--- src/rtl/flash_code_defs.vh ---
// constants for the alarm flash-code indicator: priorities, codes, timing
// assumes a 100 MHz clock; included by bare name from rtl design files
//
// Function
// - pulse 0.3 s lit, 0.3 s dark, 6 s window
// - pulses per window equal code, rest dark
// - second-level low: priority 6, code 4
// - first-level high 4, low 3; code 2
// - sensor trouble code: priority 2, code 1
// - sensor trouble set after 35 minutes silence
// - defaults into both copies: priority 10, code 7
// - factory over custom: priority 9, code 7
// - custom over factory: priority 8, code 7
// - low sensor battery: priority 1, code 6
// - no sensors registered: priority 5, code 3
// - software restart: priority 11, code 8
// - corrupt, no backup: restore factory, drop sensors
// - corrupt with valid backup: load backup
// - led lit during power-up
`ifndef FLASH_CODE_DEFS_VH
`define FLASH_CODE_DEFS_VH

`define CLK_HZ            100000000
`define PULSE_MS          300
`define WINDOW_MS         6000
`define TIMEOUT_MIN       35
`define POWERUP_MS        300

`define PRI_NONE          4'h0
`define PRI_BATT_LOW      4'h1
`define PRI_SENSOR_DTC    4'h2
`define PRI_FIRST_LOW     4'h3
`define PRI_FIRST_HIGH    4'h4
`define PRI_SETUP_DTC     4'h5
`define PRI_SECOND_LOW    4'h6
`define PRI_HIGH_TEMP     4'h7
`define PRI_CUST_TO_FACT  4'h8
`define PRI_FACT_TO_CUST  4'h9
`define PRI_ROM_TO_BOTH   4'ha
`define PRI_RESTART       4'hb

`define CODE_NONE         4'h0
`define CODE_SENSOR_DTC   4'h1
`define CODE_FIRST_LEVEL  4'h2
`define CODE_SETUP_DTC    4'h3
`define CODE_SECOND_LOW   4'h4
`define CODE_HIGH_TEMP    4'h5
`define CODE_BATT_LOW     4'h6
`define CODE_CONFIG_COPY  4'h7
`define CODE_RESTART      4'h8

`define NUM_COND          11

`define CFG_SRC_KEEP      2'h0
`define CFG_SRC_FACTORY   2'h1
`define CFG_SRC_BACKUP    2'h2

`endif

--- src/rtl/sync2.v ---
// two-flop synchroniser, one per bit of a bus
// assumes inputs may change at any time relative to i_clk
`timescale 1ns/100ps
`default_nettype none
module sync2
#(
  parameter WIDTH = 1
)
(
  input  wire             i_clk,
  input  wire             i_rst_n,
  input  wire             i_ce,
  input  wire [WIDTH-1:0] i_async,
  output wire [WIDTH-1:0] o_sync
);
  reg [WIDTH-1:0] meta_ff;
  reg [WIDTH-1:0] sync_ff;

  // first stage feeds only the second
  always @(posedge i_clk or negedge i_rst_n)
  begin
    if (!i_rst_n)
    begin
      meta_ff <= {WIDTH{1'b0}};
      sync_ff <= {WIDTH{1'b0}};
    end
    else if (i_ce)
    begin
      meta_ff <= i_async;
      sync_ff <= meta_ff;
    end
  end

  assign o_sync = sync_ff;
endmodule // sync2
`default_nettype wire

--- src/rtl/sensor_timeout.v ---
// per-sensor silence timers, one generate entry per sensor slot
// assumes sensor data strobes are single cycles on i_clk
`timescale 1ns/100ps
`include "flash_code_defs.vh"
`default_nettype none
module sensor_timeout
#(
  parameter NUM_SENSORS = 8,
  parameter TICK_CYCLES = `CLK_HZ,            // cycles per second
  parameter TIMEOUT_S   = `TIMEOUT_MIN * 60   // silence seconds before trouble
)
(
  input  wire                   i_clk,
  input  wire                   i_rst_n,
  input  wire                   i_ce,
  input  wire [NUM_SENSORS-1:0] i_registered,
  input  wire [NUM_SENSORS-1:0] i_data_rx,
  output wire                   o_timeout
);
  reg  [31:0]            tick_ff;
  wire                   tick;
  wire [NUM_SENSORS-1:0] expired;

  // one-second tick shared by all timers
  assign tick = (tick_ff == TICK_CYCLES - 1);
  always @(posedge i_clk or negedge i_rst_n)
  begin
    if (!i_rst_n)
      tick_ff <= 32'h0;
    else if (i_ce)
      tick_ff <= tick ? 32'h0 : tick_ff + 32'h1;
  end

  genvar g;
  generate
    for (g = 0; g < NUM_SENSORS; g = g + 1)
    begin : g_slot
      reg [15:0] secs_ff;
      // counts seconds of silence; data or deregistration restarts it
      always @(posedge i_clk or negedge i_rst_n)
      begin
        if (!i_rst_n)
          secs_ff <= 16'h0;
        else if (i_ce)
        begin
          if (!i_registered[g] || i_data_rx[g])
            secs_ff <= 16'h0;
          else if (tick && secs_ff != TIMEOUT_S[15:0])
            secs_ff <= secs_ff + 16'h1;
        end
      end
      assign expired[g] = i_registered[g] && (secs_ff == TIMEOUT_S[15:0]);
    end
  endgenerate

  assign o_timeout = |expired;
endmodule // sensor_timeout
`default_nettype wire

--- src/rtl/flash_code_indicator.v ---
// alarm arbitration and flash-code led driver, with config recovery events
// assumes alarm levels arrive from other logic on i_clk; sensor
// strobes and registration flags from i_clk logic; power-up via i_rst_n
`timescale 1ns/100ps
`include "flash_code_defs.vh"
`default_nettype none
module flash_code_indicator
#(
  parameter NUM_SENSORS    = 8,
  parameter PULSE_CYCLES   = (`CLK_HZ / 1000) * `PULSE_MS,
  parameter WINDOW_CYCLES  = (`CLK_HZ / 1000) * `WINDOW_MS,
  parameter POWERUP_CYCLES = (`CLK_HZ / 1000) * `POWERUP_MS,
  parameter TICK_CYCLES    = `CLK_HZ,
  parameter TIMEOUT_S      = `TIMEOUT_MIN * 60
)
(
  input  wire                   i_clk,
  input  wire                   i_rst_n,
  input  wire                   i_ce,
  input  wire                   i_second_level_low_alarm,
  input  wire                   i_first_level_high_alarm,
  input  wire                   i_first_level_low_alarm,
  input  wire                   i_high_temp_alarm,
  input  wire                   i_batt_low_alert,
  input  wire [NUM_SENSORS-1:0] i_registered,
  input  wire [NUM_SENSORS-1:0] i_data_rx,
  input  wire                   i_cfg_check,
  input  wire                   i_cfg_corrupt,
  input  wire                   i_backup_valid,
  input  wire                   i_rom_to_both,
  input  wire                   i_fact_to_cust,
  input  wire                   i_cust_to_fact,
  input  wire                   i_sw_restart,
  input  wire                   i_event_clear,
  output reg                    o_diagnostic_led_output,
  output reg  [1:0]             o_cfg_restore,
  output reg                    o_restore_strobe,
  output reg  [3:0]             o_active_priority,
  output reg  [3:0]             o_active_code
);
  //////////////////////////////////////////////////////////////////////////
  // state of the pulse sequencer
  localparam ST_POWERUP = 2'b00;
  localparam ST_LIT     = 2'b01;
  localparam ST_DARK    = 2'b10;
  localparam ST_IDLE    = 2'b11;

  reg  [1:0]  state_ff;
  reg  [1:0]  nxt_state;
  reg  [31:0] phase_ff;     // cycles within current pulse phase
  reg  [31:0] nxt_phase;
  reg  [31:0] window_ff;    // cycles within the repeating window
  reg  [31:0] nxt_window;
  reg  [3:0]  pulses_ff;    // lit pulses emitted in this window
  reg  [3:0]  nxt_pulses;
  reg  [3:0]  code_ff;      // code latched at the window start
  reg  [3:0]  nxt_code;
  reg         nxt_led;

  // sticky event flags, restart edge detect and restore decodes
  reg         rom_both_ff;
  reg         fact_cust_ff;
  reg         cust_fact_ff;
  reg         restart_ff;
  reg         restart_seen_ff;
  reg         fact_restore_ev;
  reg         backup_restore_ev;

  wire        sensor_dtc;
  wire        setup_dtc;
  reg  [3:0]  win_pri;
  reg  [3:0]  win_code;
  wire        sw_restart_s;

  //////////////////////////////////////////////////////////////////////////
  // restart cause flag is a pin from the supervisor, so synchronise it
  sync2 #(.WIDTH(1)) u_restart_sync
  (
    .i_clk   (i_clk),
    .i_rst_n (i_rst_n),
    .i_ce    (i_ce),
    .i_async (i_sw_restart),
    .o_sync  (sw_restart_s)
  );

  // silence timers over all registered sensors
  sensor_timeout #(
    .NUM_SENSORS (NUM_SENSORS),
    .TICK_CYCLES (TICK_CYCLES),
    .TIMEOUT_S   (TIMEOUT_S)
  ) u_timeout
  (
    .i_clk        (i_clk),
    .i_rst_n      (i_rst_n),
    .i_ce         (i_ce),
    .i_registered (i_registered),
    .i_data_rx    (i_data_rx),
    .o_timeout    (sensor_dtc)
  );

  // setup code holds while no sensor is registered
  assign setup_dtc = ~(|i_registered);

  //////////////////////////////////////////////////////////////////////////
  // configuration check: decide recovery source
  always @*
  begin
    fact_restore_ev   = i_cfg_check && i_cfg_corrupt && !i_backup_valid;
    backup_restore_ev = i_cfg_check && i_cfg_corrupt && i_backup_valid;
  end

  // restore command to the config store; factory wipes sensors and settings
  always @(posedge i_clk or negedge i_rst_n)
  begin
    if (!i_rst_n)
    begin
      o_cfg_restore    <= `CFG_SRC_KEEP;
      o_restore_strobe <= 1'b0;
    end
    else if (i_ce)
    begin
      o_restore_strobe <= fact_restore_ev | backup_restore_ev;
      if (fact_restore_ev)
        o_cfg_restore <= `CFG_SRC_FACTORY;
      else if (backup_restore_ev)
        o_cfg_restore <= `CFG_SRC_BACKUP;
    end
  end

  // sticky event flags; a new event wins over a clear in the same cycle
  always @(posedge i_clk or negedge i_rst_n)
  begin
    if (!i_rst_n)
    begin
      rom_both_ff     <= 1'b0;
      fact_cust_ff    <= 1'b0;
      cust_fact_ff    <= 1'b0;
      restart_ff      <= 1'b0;
      restart_seen_ff <= 1'b0;
    end
    else if (i_ce)
    begin
      rom_both_ff     <= i_rom_to_both | fact_restore_ev | (rom_both_ff & ~i_event_clear);
      fact_cust_ff    <= i_fact_to_cust | (fact_cust_ff & ~i_event_clear);
      cust_fact_ff    <= i_cust_to_fact | backup_restore_ev
                         | (cust_fact_ff & ~i_event_clear);
      restart_seen_ff <= sw_restart_s;
      restart_ff      <= (sw_restart_s & ~restart_seen_ff)
                         | (restart_ff & ~i_event_clear);
    end
  end

  //////////////////////////////////////////////////////////////////////////
  // priority arbitration: highest active condition wins
  always @*
  begin
    win_pri  = `PRI_NONE;
    win_code = `CODE_NONE;
    if (restart_ff)
    begin
      win_pri  = `PRI_RESTART;
      win_code = `CODE_RESTART;
    end
    else if (rom_both_ff)
    begin
      win_pri  = `PRI_ROM_TO_BOTH;
      win_code = `CODE_CONFIG_COPY;
    end
    else if (fact_cust_ff)
    begin
      win_pri  = `PRI_FACT_TO_CUST;
      win_code = `CODE_CONFIG_COPY;
    end
    else if (cust_fact_ff)
    begin
      win_pri  = `PRI_CUST_TO_FACT;
      win_code = `CODE_CONFIG_COPY;
    end
    else if (i_high_temp_alarm)
    begin
      win_pri  = `PRI_HIGH_TEMP;
      win_code = `CODE_HIGH_TEMP;
    end
    else if (i_second_level_low_alarm)
    begin
      win_pri  = `PRI_SECOND_LOW;
      win_code = `CODE_SECOND_LOW;
    end
    else if (setup_dtc)
    begin
      win_pri  = `PRI_SETUP_DTC;
      win_code = `CODE_SETUP_DTC;
    end
    else if (i_first_level_high_alarm)
    begin
      win_pri  = `PRI_FIRST_HIGH;
      win_code = `CODE_FIRST_LEVEL;
    end
    else if (i_first_level_low_alarm)
    begin
      win_pri  = `PRI_FIRST_LOW;
      win_code = `CODE_FIRST_LEVEL;
    end
    else if (sensor_dtc)
    begin
      win_pri  = `PRI_SENSOR_DTC;
      win_code = `CODE_SENSOR_DTC;
    end
    else if (i_batt_low_alert)
    begin
      win_pri  = `PRI_BATT_LOW;
      win_code = `CODE_BATT_LOW;
    end
  end

  // registered view of the arbitration result
  always @(posedge i_clk or negedge i_rst_n)
  begin
    if (!i_rst_n)
    begin
      o_active_priority <= `PRI_NONE;
      o_active_code     <= `CODE_NONE;
    end
    else if (i_ce)
    begin
      o_active_priority <= win_pri;
      o_active_code     <= win_code;
    end
  end

  //////////////////////////////////////////////////////////////////////////
  // pulse sequencer next state
  always @*
  begin
    nxt_state  = state_ff;
    nxt_phase  = phase_ff + 32'h1;
    nxt_window = window_ff + 32'h1;
    nxt_pulses = pulses_ff;
    nxt_code   = code_ff;
    nxt_led    = 1'b0;
    if (window_ff == WINDOW_CYCLES - 1)
    begin
      // window restarts: latch the current winner
      nxt_window = 32'h0;
      nxt_phase  = 32'h0;
      nxt_pulses = 4'h0;
      nxt_code   = win_code;
      nxt_state  = (win_code == `CODE_NONE) ? ST_IDLE : ST_LIT;
      nxt_led    = (win_code != `CODE_NONE);
    end
    else
    begin
      case (state_ff)
        ST_POWERUP:
        begin
          nxt_led = 1'b1;
          if (phase_ff == POWERUP_CYCLES - 1)
          begin
            nxt_led    = 1'b0;
            nxt_state  = ST_IDLE;
            nxt_window = WINDOW_CYCLES - 1;
          end
        end
        ST_LIT:
        begin
          nxt_led = 1'b1;
          if (phase_ff == PULSE_CYCLES - 1)
          begin
            nxt_led    = 1'b0;
            nxt_phase  = 32'h0;
            nxt_pulses = pulses_ff + 4'h1;
            nxt_state  = ST_DARK;
          end
        end
        ST_DARK:
        begin
          if (phase_ff == PULSE_CYCLES - 1)
          begin
            nxt_phase = 32'h0;
            if (pulses_ff < code_ff)
            begin
              nxt_state = ST_LIT;
              nxt_led   = 1'b1;
            end
            else
              nxt_state = ST_IDLE;
          end
        end
        ST_IDLE:
          nxt_phase = 32'h0;
        default:
          nxt_state = ST_IDLE;
      endcase
    end
  end

  // pulse sequencer registers; led lit from reset for power-up check
  always @(posedge i_clk or negedge i_rst_n)
  begin
    if (!i_rst_n)
    begin
      state_ff                <= ST_POWERUP;
      phase_ff                <= 32'h0;
      window_ff               <= 32'h0;
      pulses_ff               <= 4'h0;
      code_ff                 <= `CODE_NONE;
      o_diagnostic_led_output <= 1'b1;
    end
    else if (i_ce)
    begin
      state_ff                <= nxt_state;
      phase_ff                <= nxt_phase;
      window_ff               <= (state_ff == ST_POWERUP && nxt_state == ST_POWERUP)
                                 ? 32'h0 : nxt_window;
      pulses_ff               <= nxt_pulses;
      code_ff                 <= nxt_code;
      o_diagnostic_led_output <= nxt_led;
    end
  end
endmodule // flash_code_indicator
`default_nettype wire

--- config.mk ---
export PLATFORM = sky130hd
export DESIGN_NAME = flash_code_indicator
export DESIGN_NICKNAME = d
export VERILOG_FILES = /design/src/rtl/sync2.v /design/src/rtl/sensor_timeout.v /design/src/rtl/flash_code_indicator.v
export VERILOG_INCLUDE_DIRS = /design/src /design/src/rtl
export SDC_FILE = /design/constraint.sdc
export NUM_CORES = 1
export LEC_CHECK = 0
export BUFFER_PORTS_ARGS = -buffer_cell sky130_fd_sc_hd__buf_4
export CORE_ASPECT_RATIO = 0.75
export CORE_MARGIN = 3
export CORE_UTILIZATION = 35
export DETAILED_ROUTE_END_ITERATION = 8
export PLACE_DENSITY_LB_ADDON = 0.1
export SYNTH_ARGS = -nofsm -noshare
export SYNTH_HDL_FRONTEND = slang
export SYNTH_HIERARCHICAL = 1
export SYNTH_SLANG_ARGS = --single-unit
--- constraint.sdc ---
create_clock -name i_clk -period 3.01 [get_ports i_clk]
set_input_delay 0 -clock i_clk [delete_from_list [all_inputs] [get_ports i_clk]]
set_output_delay 0 -clock i_clk [all_outputs]
set_load 0.01 [all_outputs]
After elaboration in Yosys (flattened, before gate mapping)
Index checks and enable logic that the tools add are counted.
- register bits: 253
- latch bits: 0
- memory bits (writable): 0
- ROM bits: 0
- bits of input ports: 32
- memories kept: 0
- $add $sub $neg: 12
- multiply operators: 0
- divide/modulo/power cells: 0
- order comparisons: 1
- eq/ne operators: 22
- shift operators: 0
- multiplexer cells: 63
- bitwise gates (word level): 14
- reductions and logical operators: 67
- operators with widths (cell ; count):
    16-bit two-way mux ; 16
    32-bit two-way mux ; 7
    16-bit by 1-bit adder with 16-bit output (second input constant) ; 8
    16-bit by 12-bit equality test with 1-bit output (second input constant) ; 8
    16-bit by 12-bit inequality test with 1-bit output (second input constant) ; 8
    32-bit by 1-bit adder with 32-bit output (second input constant) ; 3
    32-bit one-hot mux with 2 select lines ; 1
    3-bit two-way mux ; 14
    32-bit by 25-bit equality test with 1-bit output (second input constant) ; 1
    32-bit by 27-bit equality test with 1-bit output (second input constant) ; 1
    32-bit by 30-bit equality test with 1-bit output (second input constant) ; 1
    4-bit two-way mux ; 8
    2-bit nonzero test ; 11
    1-bit logical AND ; 20
    2-bit two-way mux ; 10
    2-bit AND reduction ; 10
    8-bit OR reduction ; 2
    1-bit zero test ; 9
    1-bit logical OR ; 8
    1-bit bitwise OR ; 7
    2-bit one-hot mux with 3 select lines ; 1
    1-bit AND ; 5
    1-bit two-way mux ; 5
    4-bit by 1-bit adder with 4-bit output (second input constant) ; 1
    other kinds (10) ; 14

Longest topological paths before layout
- depth after elaboration: 19
- depth in mapped cells: 13

By module
Netlist, hierarchy kept.
- by module, submodules not included (module ; instances ; cells an instance ; area each (µm²) ; sequential area each (µm²)):
    sensor_timeout ; 1 ; 1079 ; 9688.0 ; 4003.8
    flash_code_indicator ; 1 ; 590 ; 5371.4 ; 2278.4
    sync2 ; 1 ; 4 ; 72.6 ; 50.0

Worst setup path before layout
OpenSTA, ideal clock, no wires.
- kind: register to register
- start point: reg phase_ff[0]
- end point: reg phase_ff[29]
- setup time: 0.118 ns
- arrival: 2.562 ns
- data required time: 2.892 ns
- path slack: 0.330 ns
- cell stages (with the launch flop): 10
- buffers on the path: 2
- cells stage by stage: dfrtp_1 ha_1 nand4_1 or3_1 or3_1 clkbuf_1 a21oi_2 clkbuf_1 o31ai_1 a21o_1
- word-level cells in the longest chain between the ends: 4
- RTL lines (item ; line ; RTL):
    from (decl) ; flash_code_indicator.v:50 ; reg [31:0] phase_ff;
    from (signal assigned) ; flash_code_indicator.v:312 ; phase_ff <= nxt_phase;
    32-bit by 1-bit adder with 32-bit output or 32-bit by 25-bit equality test with 1-bit output (tied branches) ; flash_code_indicator.v:236, flash_code_indicator.v:267, flash_code_indicator.v:277 ;
    32-bit two-way mux ; flash_code_indicator.v:267, flash_code_indicator.v:277 ;
    32-bit one-hot mux with 2 select lines * ; flash_code_indicator.v:253 ; case (state_ff)
    32-bit two-way mux * ; flash_code_indicator.v:241 ; if (window_ff == WINDOW_CYCLES - 1)
Mark *: on every way between the ends. The rest lies on a longest branch, timed or not.
A chain may end at the register's enable or synchronous reset.

Final worst setup path
- start point: reg window_ff[24]
- end point: reg window_ff[7]
- word-level cells in the longest chain between the ends: 5
- RTL lines (item ; line ; RTL):
    from (decl) ; flash_code_indicator.v:52 ; reg [31:0] window_ff;
    from (signal assigned) ; flash_code_indicator.v:313 ; window_ff <= (state_ff == ST_POWERUP && nxt_state == ST_POWERUP)
    32-bit by 30-bit equality test with 1-bit output * ; flash_code_indicator.v:241 ;
    2-bit two-way mux ; flash_code_indicator.v:241 ;
    2-bit zero test ; flash_code_indicator.v:313 ;
    1-bit logical AND ; flash_code_indicator.v:313 ;
    32-bit two-way mux * ; flash_code_indicator.v:314 ; ? 32'h0 : nxt_window;
Marked as above.

==> flow_summary.yaml <==
outcome:
  status: "complete, no violations"
worst_setup_path:
  crit_path_top_delay_cell: "nor2_2"
  cp.buffers_inverters: 0
  worst-setup-path-type: "flip-flop to flip-flop"
  cp.arrival_ns: 3.30
  cp.required_ns: 3.49
  cp_max_fo: 20
  path_cells: "and4_1, nand4_1, nor4_4, nor2_2, nand2_1, o2111ai_1"
  crit_path_end_kind: "flip-flop"
  critPathMaxStageDelay_ns: 0.80
  cp_top_family: "simple AND/OR/NAND/NOR gates"
  setup.worst_path.start_class: "flip-flop"
die:
  fp.dieH_um: 186.1
  io_pins: 44
  die_area_um2: 45790
  core_um2: 42370
  fp.dieW_um: 246.1
  floorplan.initialDensity_pct: 35.71
  rows: 65
power_and_ir_drop:
  p_total_mw: 8.067
  powerDensity_nw_per_um2: 452.5
  p_clk_share_pct: 48.0
  p_comb_share_pct: 7.3
  p_sw_mw: 1.961
  power.internal_mw: 6.106
  pwr-share-seq_pct: 44.7
  ir_drop_v: 0.0004145
  power.leakage_nw: 7.361
  switching_share_pct: 24.31
detailed_routing:
  viasPerCell: 5.809
  drt_pass1_iterations: 5
  drc: 0
  dr.first_iter.drc_count: 1141
  drtAntennaViolNets: 0
  detail_route.wl_per_cell_um: 18.83
  drt_wl_total_mm: 44.56
  num_vias: 13743
finish:
  final_common_cell: "dfrtp_1"
  areaGrowthSynthToFinish_pct: 17.82
  fillCellCount: 4090
  ff_latch_area_um2: 6332
  fin_nets: 1833
  layout-drive-gt1-share_pct: 12.97
  antenna-diode-count: 0
  multi_input_area_um2: 8205
  layout_common_cells: "252 x dfrtp_1, 178 x nand2_1, 123 x nand3_1"
clock_network:
  cts_root_buf: "clkbuf_16"
  cts_tree: "done"
  insertion_delay_ns: 0.57
  clk_pin_slew_ns: 0.06
  numClockSinks: 253
  htree_levels: 1
  cts_made_buffers: 30
  cts_buffer_depth: 3
global_route:
  grt_max_degree: 89
  grt_pass1_wl_mm: 71.68
  grt_pass1_vias: 12756
  antenna_found_initial: 1
  grt_usage_pct: 19.23
  overflow: 0
timing:
  timing.fmax_ghz: 0.3538
  slew_headroom_pct: 30.30
  hold_violations: 0
  period_needed_ns: 2.827
  drv_slew: 0
  fin_tns_setup_ns: 0
  clock_skew_ns: 0.01248
  setup_viol: 0
  rsz0062_at_grt: "false"
  worst_pin_slew_ns: 1.044
  fin_crit_sh_pct: 93.91
synth:
  avgSynthCellArea_um2: 9.045
  synth_top_flop_cell: "dfrtp_1"
  syn_area_um2: 15130
  yosysUniqueCellTypes: 83
  synth_area_leader_cell: "dfrtp_1"
  synth_warnings: 6
  ys_ff_latch: 253
  synth_edf_count: 0
  ys_seq_area_share_pct: 41.85
  syn-num-nets: 1733
  async_reset_ff_share_pct: 100.0
  synth_top_area_share_pct: 41.67
  ys_top_cells_by_area: "dfrtp_1 42%, nand2_1 4.4%, nand3_1 4.1%"
  synthCells: 1673
placed_design:
  globalplace.congestion: 0.8209
  portBuffers: 43
  place_hpwl_mm: 30.54
run:
  drv_cap: 0
hold_path:
  worstHoldPathType: "input port to asynchronous set/reset pin"
==> stage by stage <==
stage	cells	setup WS, ns	cell area (um^2)	hold slack [ns]	util, %
after floorplan	1673	0.3295	15130	-0.2956	-
after global placement	2276	0.2022	16420	0.09909	38.76
after detailed placement	2276	0.1483	16420	0.07526	38.76
after CTS	2366	0.1167	17810	0.01912	42.03
after global routing	2366	0.04439	17830	0.08593	42.08
final	2366	0.1834	17830	0.04316	42.08
==> cell usage after synthesis (all sizes together), types with 6 or more instances <==
cell type and instances:
nand2b 26, and2 10, dfrtp 252, buf 31
nor4b 21, mux2 13, a41oi 8, o21ai 48
a211o 7, nor3 52, o2bb2ai 10, or3 11
or2 10, nor2b 12, o311ai 13, xnor2 31
a22o 18, xor2 10, nor4 48, o22ai 6
nand2 179, o31ai 36, and3 42, or4 46
a21oi 28, a31oi 41, clkbuf 52, a31o 17
ha 28, a21o 14, o211ai 68, nand3 124
nor2 93, nand4 81, mux2i 20, nor3b 6
nor4bb 8, and4 28, o41ai 7, inv 72
==> state kept, by name, summed over array words and instances (netlist names) <==
| register | count |
|---|---|
| code_ff | 4 |
| cust_fact_ff | 1 |
| fact_cust_ff | 1 |
| o_active_code | 4 |
| o_active_priority | 4 |
| o_cfg_restore | 2 |
| o_diagnostic_led_output | 1 |
| o_restore_strobe | 1 |
| phase_ff | 32 |
| pulses_ff | 4 |
| restart_ff | 1 |
| restart_seen_ff | 1 |
| rom_both_ff | 1 |
| state_ff | 2 |
| u_restart_sync/meta_ff | 1 |
| u_restart_sync/o_sync | 1 |
| u_timeout/g_slot.secs_ff | 128 |
| u_timeout/tick_ff | 32 |
| window_ff | 32 |
==> worst reg2reg max path: stages (launching register included) <==
cell and delay [ns]:
dfrtp_1 0.45, and4_1 0.25, nand4_1 0.31, nor4_4 0.10
nor2_2 0.80, nand2_1 0.51, o2111ai_1 0.32
==> area by class of cell <==
cell class              instances  share of cell area (%)
flip-flops and latches        253                   35.52
clock inverters                10                  0.8562
repair buffers                151                   7.088
inverters                      72                   1.516
multi-input cells            1265                   46.02
clock buffers                  46                   5.004
well taps                     569                   3.993
==> routing by layer <==
layer | vias to the layer above | track usage [%] | wire (um)
li1 | 6626 | - | -
met1 | 6719 | 31.14 | 23700
met2 | 350 | 26.44 | 17640
met3 | 48 | 2.866 | 2406
met4 | 0 | 3.989 | 805
met5 | - | 0 | 0
==> timing repair <==
action | in CTS | in global routing
resized for setup | 0 | 4
endpoints found under the hold margin | 153 | 0
hold buffers | 34 | 0
endpoints found under the setup margin | 0 | 11
buffers inserted | 0 | 0
==> power by group through the flow <==
| stage | Sequential, mW | Clock (mW) | Combinational (mW) |
|---|---|---|---|
| floorplan | 3.65 | 0 | 0.281 |
| global placement | 3.66 | 0 | 0.553 |
| detailed placement | 3.66 | 0 | 0.558 |
| CTS | 3.60 | 4.00 | 0.600 |
| global route | 3.62 | 4.14 | 0.658 |
| finish | 3.61 | 3.87 | 0.589 |
==> logic make-up after synthesis <==
kind of cell               count (synthesis)  synth area share (%)
buffers and inverters                    155                 4.225
AOI/OAI and AO/OA                        356                 17.12
DFF                                      253                 41.85
xor gates and xnor gates                  41                 2.373
and+or+nand+nor                          807                 29.82
muxes                                     33                 2.290
adders and majority gates                 28                 2.315
==> path summary, 6_finish.rpt <==
path	startpoint	to	slack, ns	cells past startpoint
setup / recovery	window_ff[24]$_DFFE_PN0P_	window_ff[7]$_DFFE_PN0P_	0.18	6
hold / removal	i_rst_n	u_timeout/g_slot[5].secs_ff[7]$_DFFE_PN0P_	0.04	2
setup reg to reg	window_ff[24]$_DFFE_PN0P_	window_ff[7]$_DFFE_PN0P_	0.18	6
hold reg to reg	o_cfg_restore[1]$_DFFE_PN0P_	o_cfg_restore[1]$_DFFE_PN0P_	0.49	2
max in group asynchronous	i_rst_n	window_ff[6]$_DFFE_PN0P_	2.11	3
min in group i_clk	i_registered[7]	u_timeout/g_slot[7].secs_ff[8]$_DFFE_PN0P_	0.05	4
No activity file was read; power rests on OpenSTA's default activity.
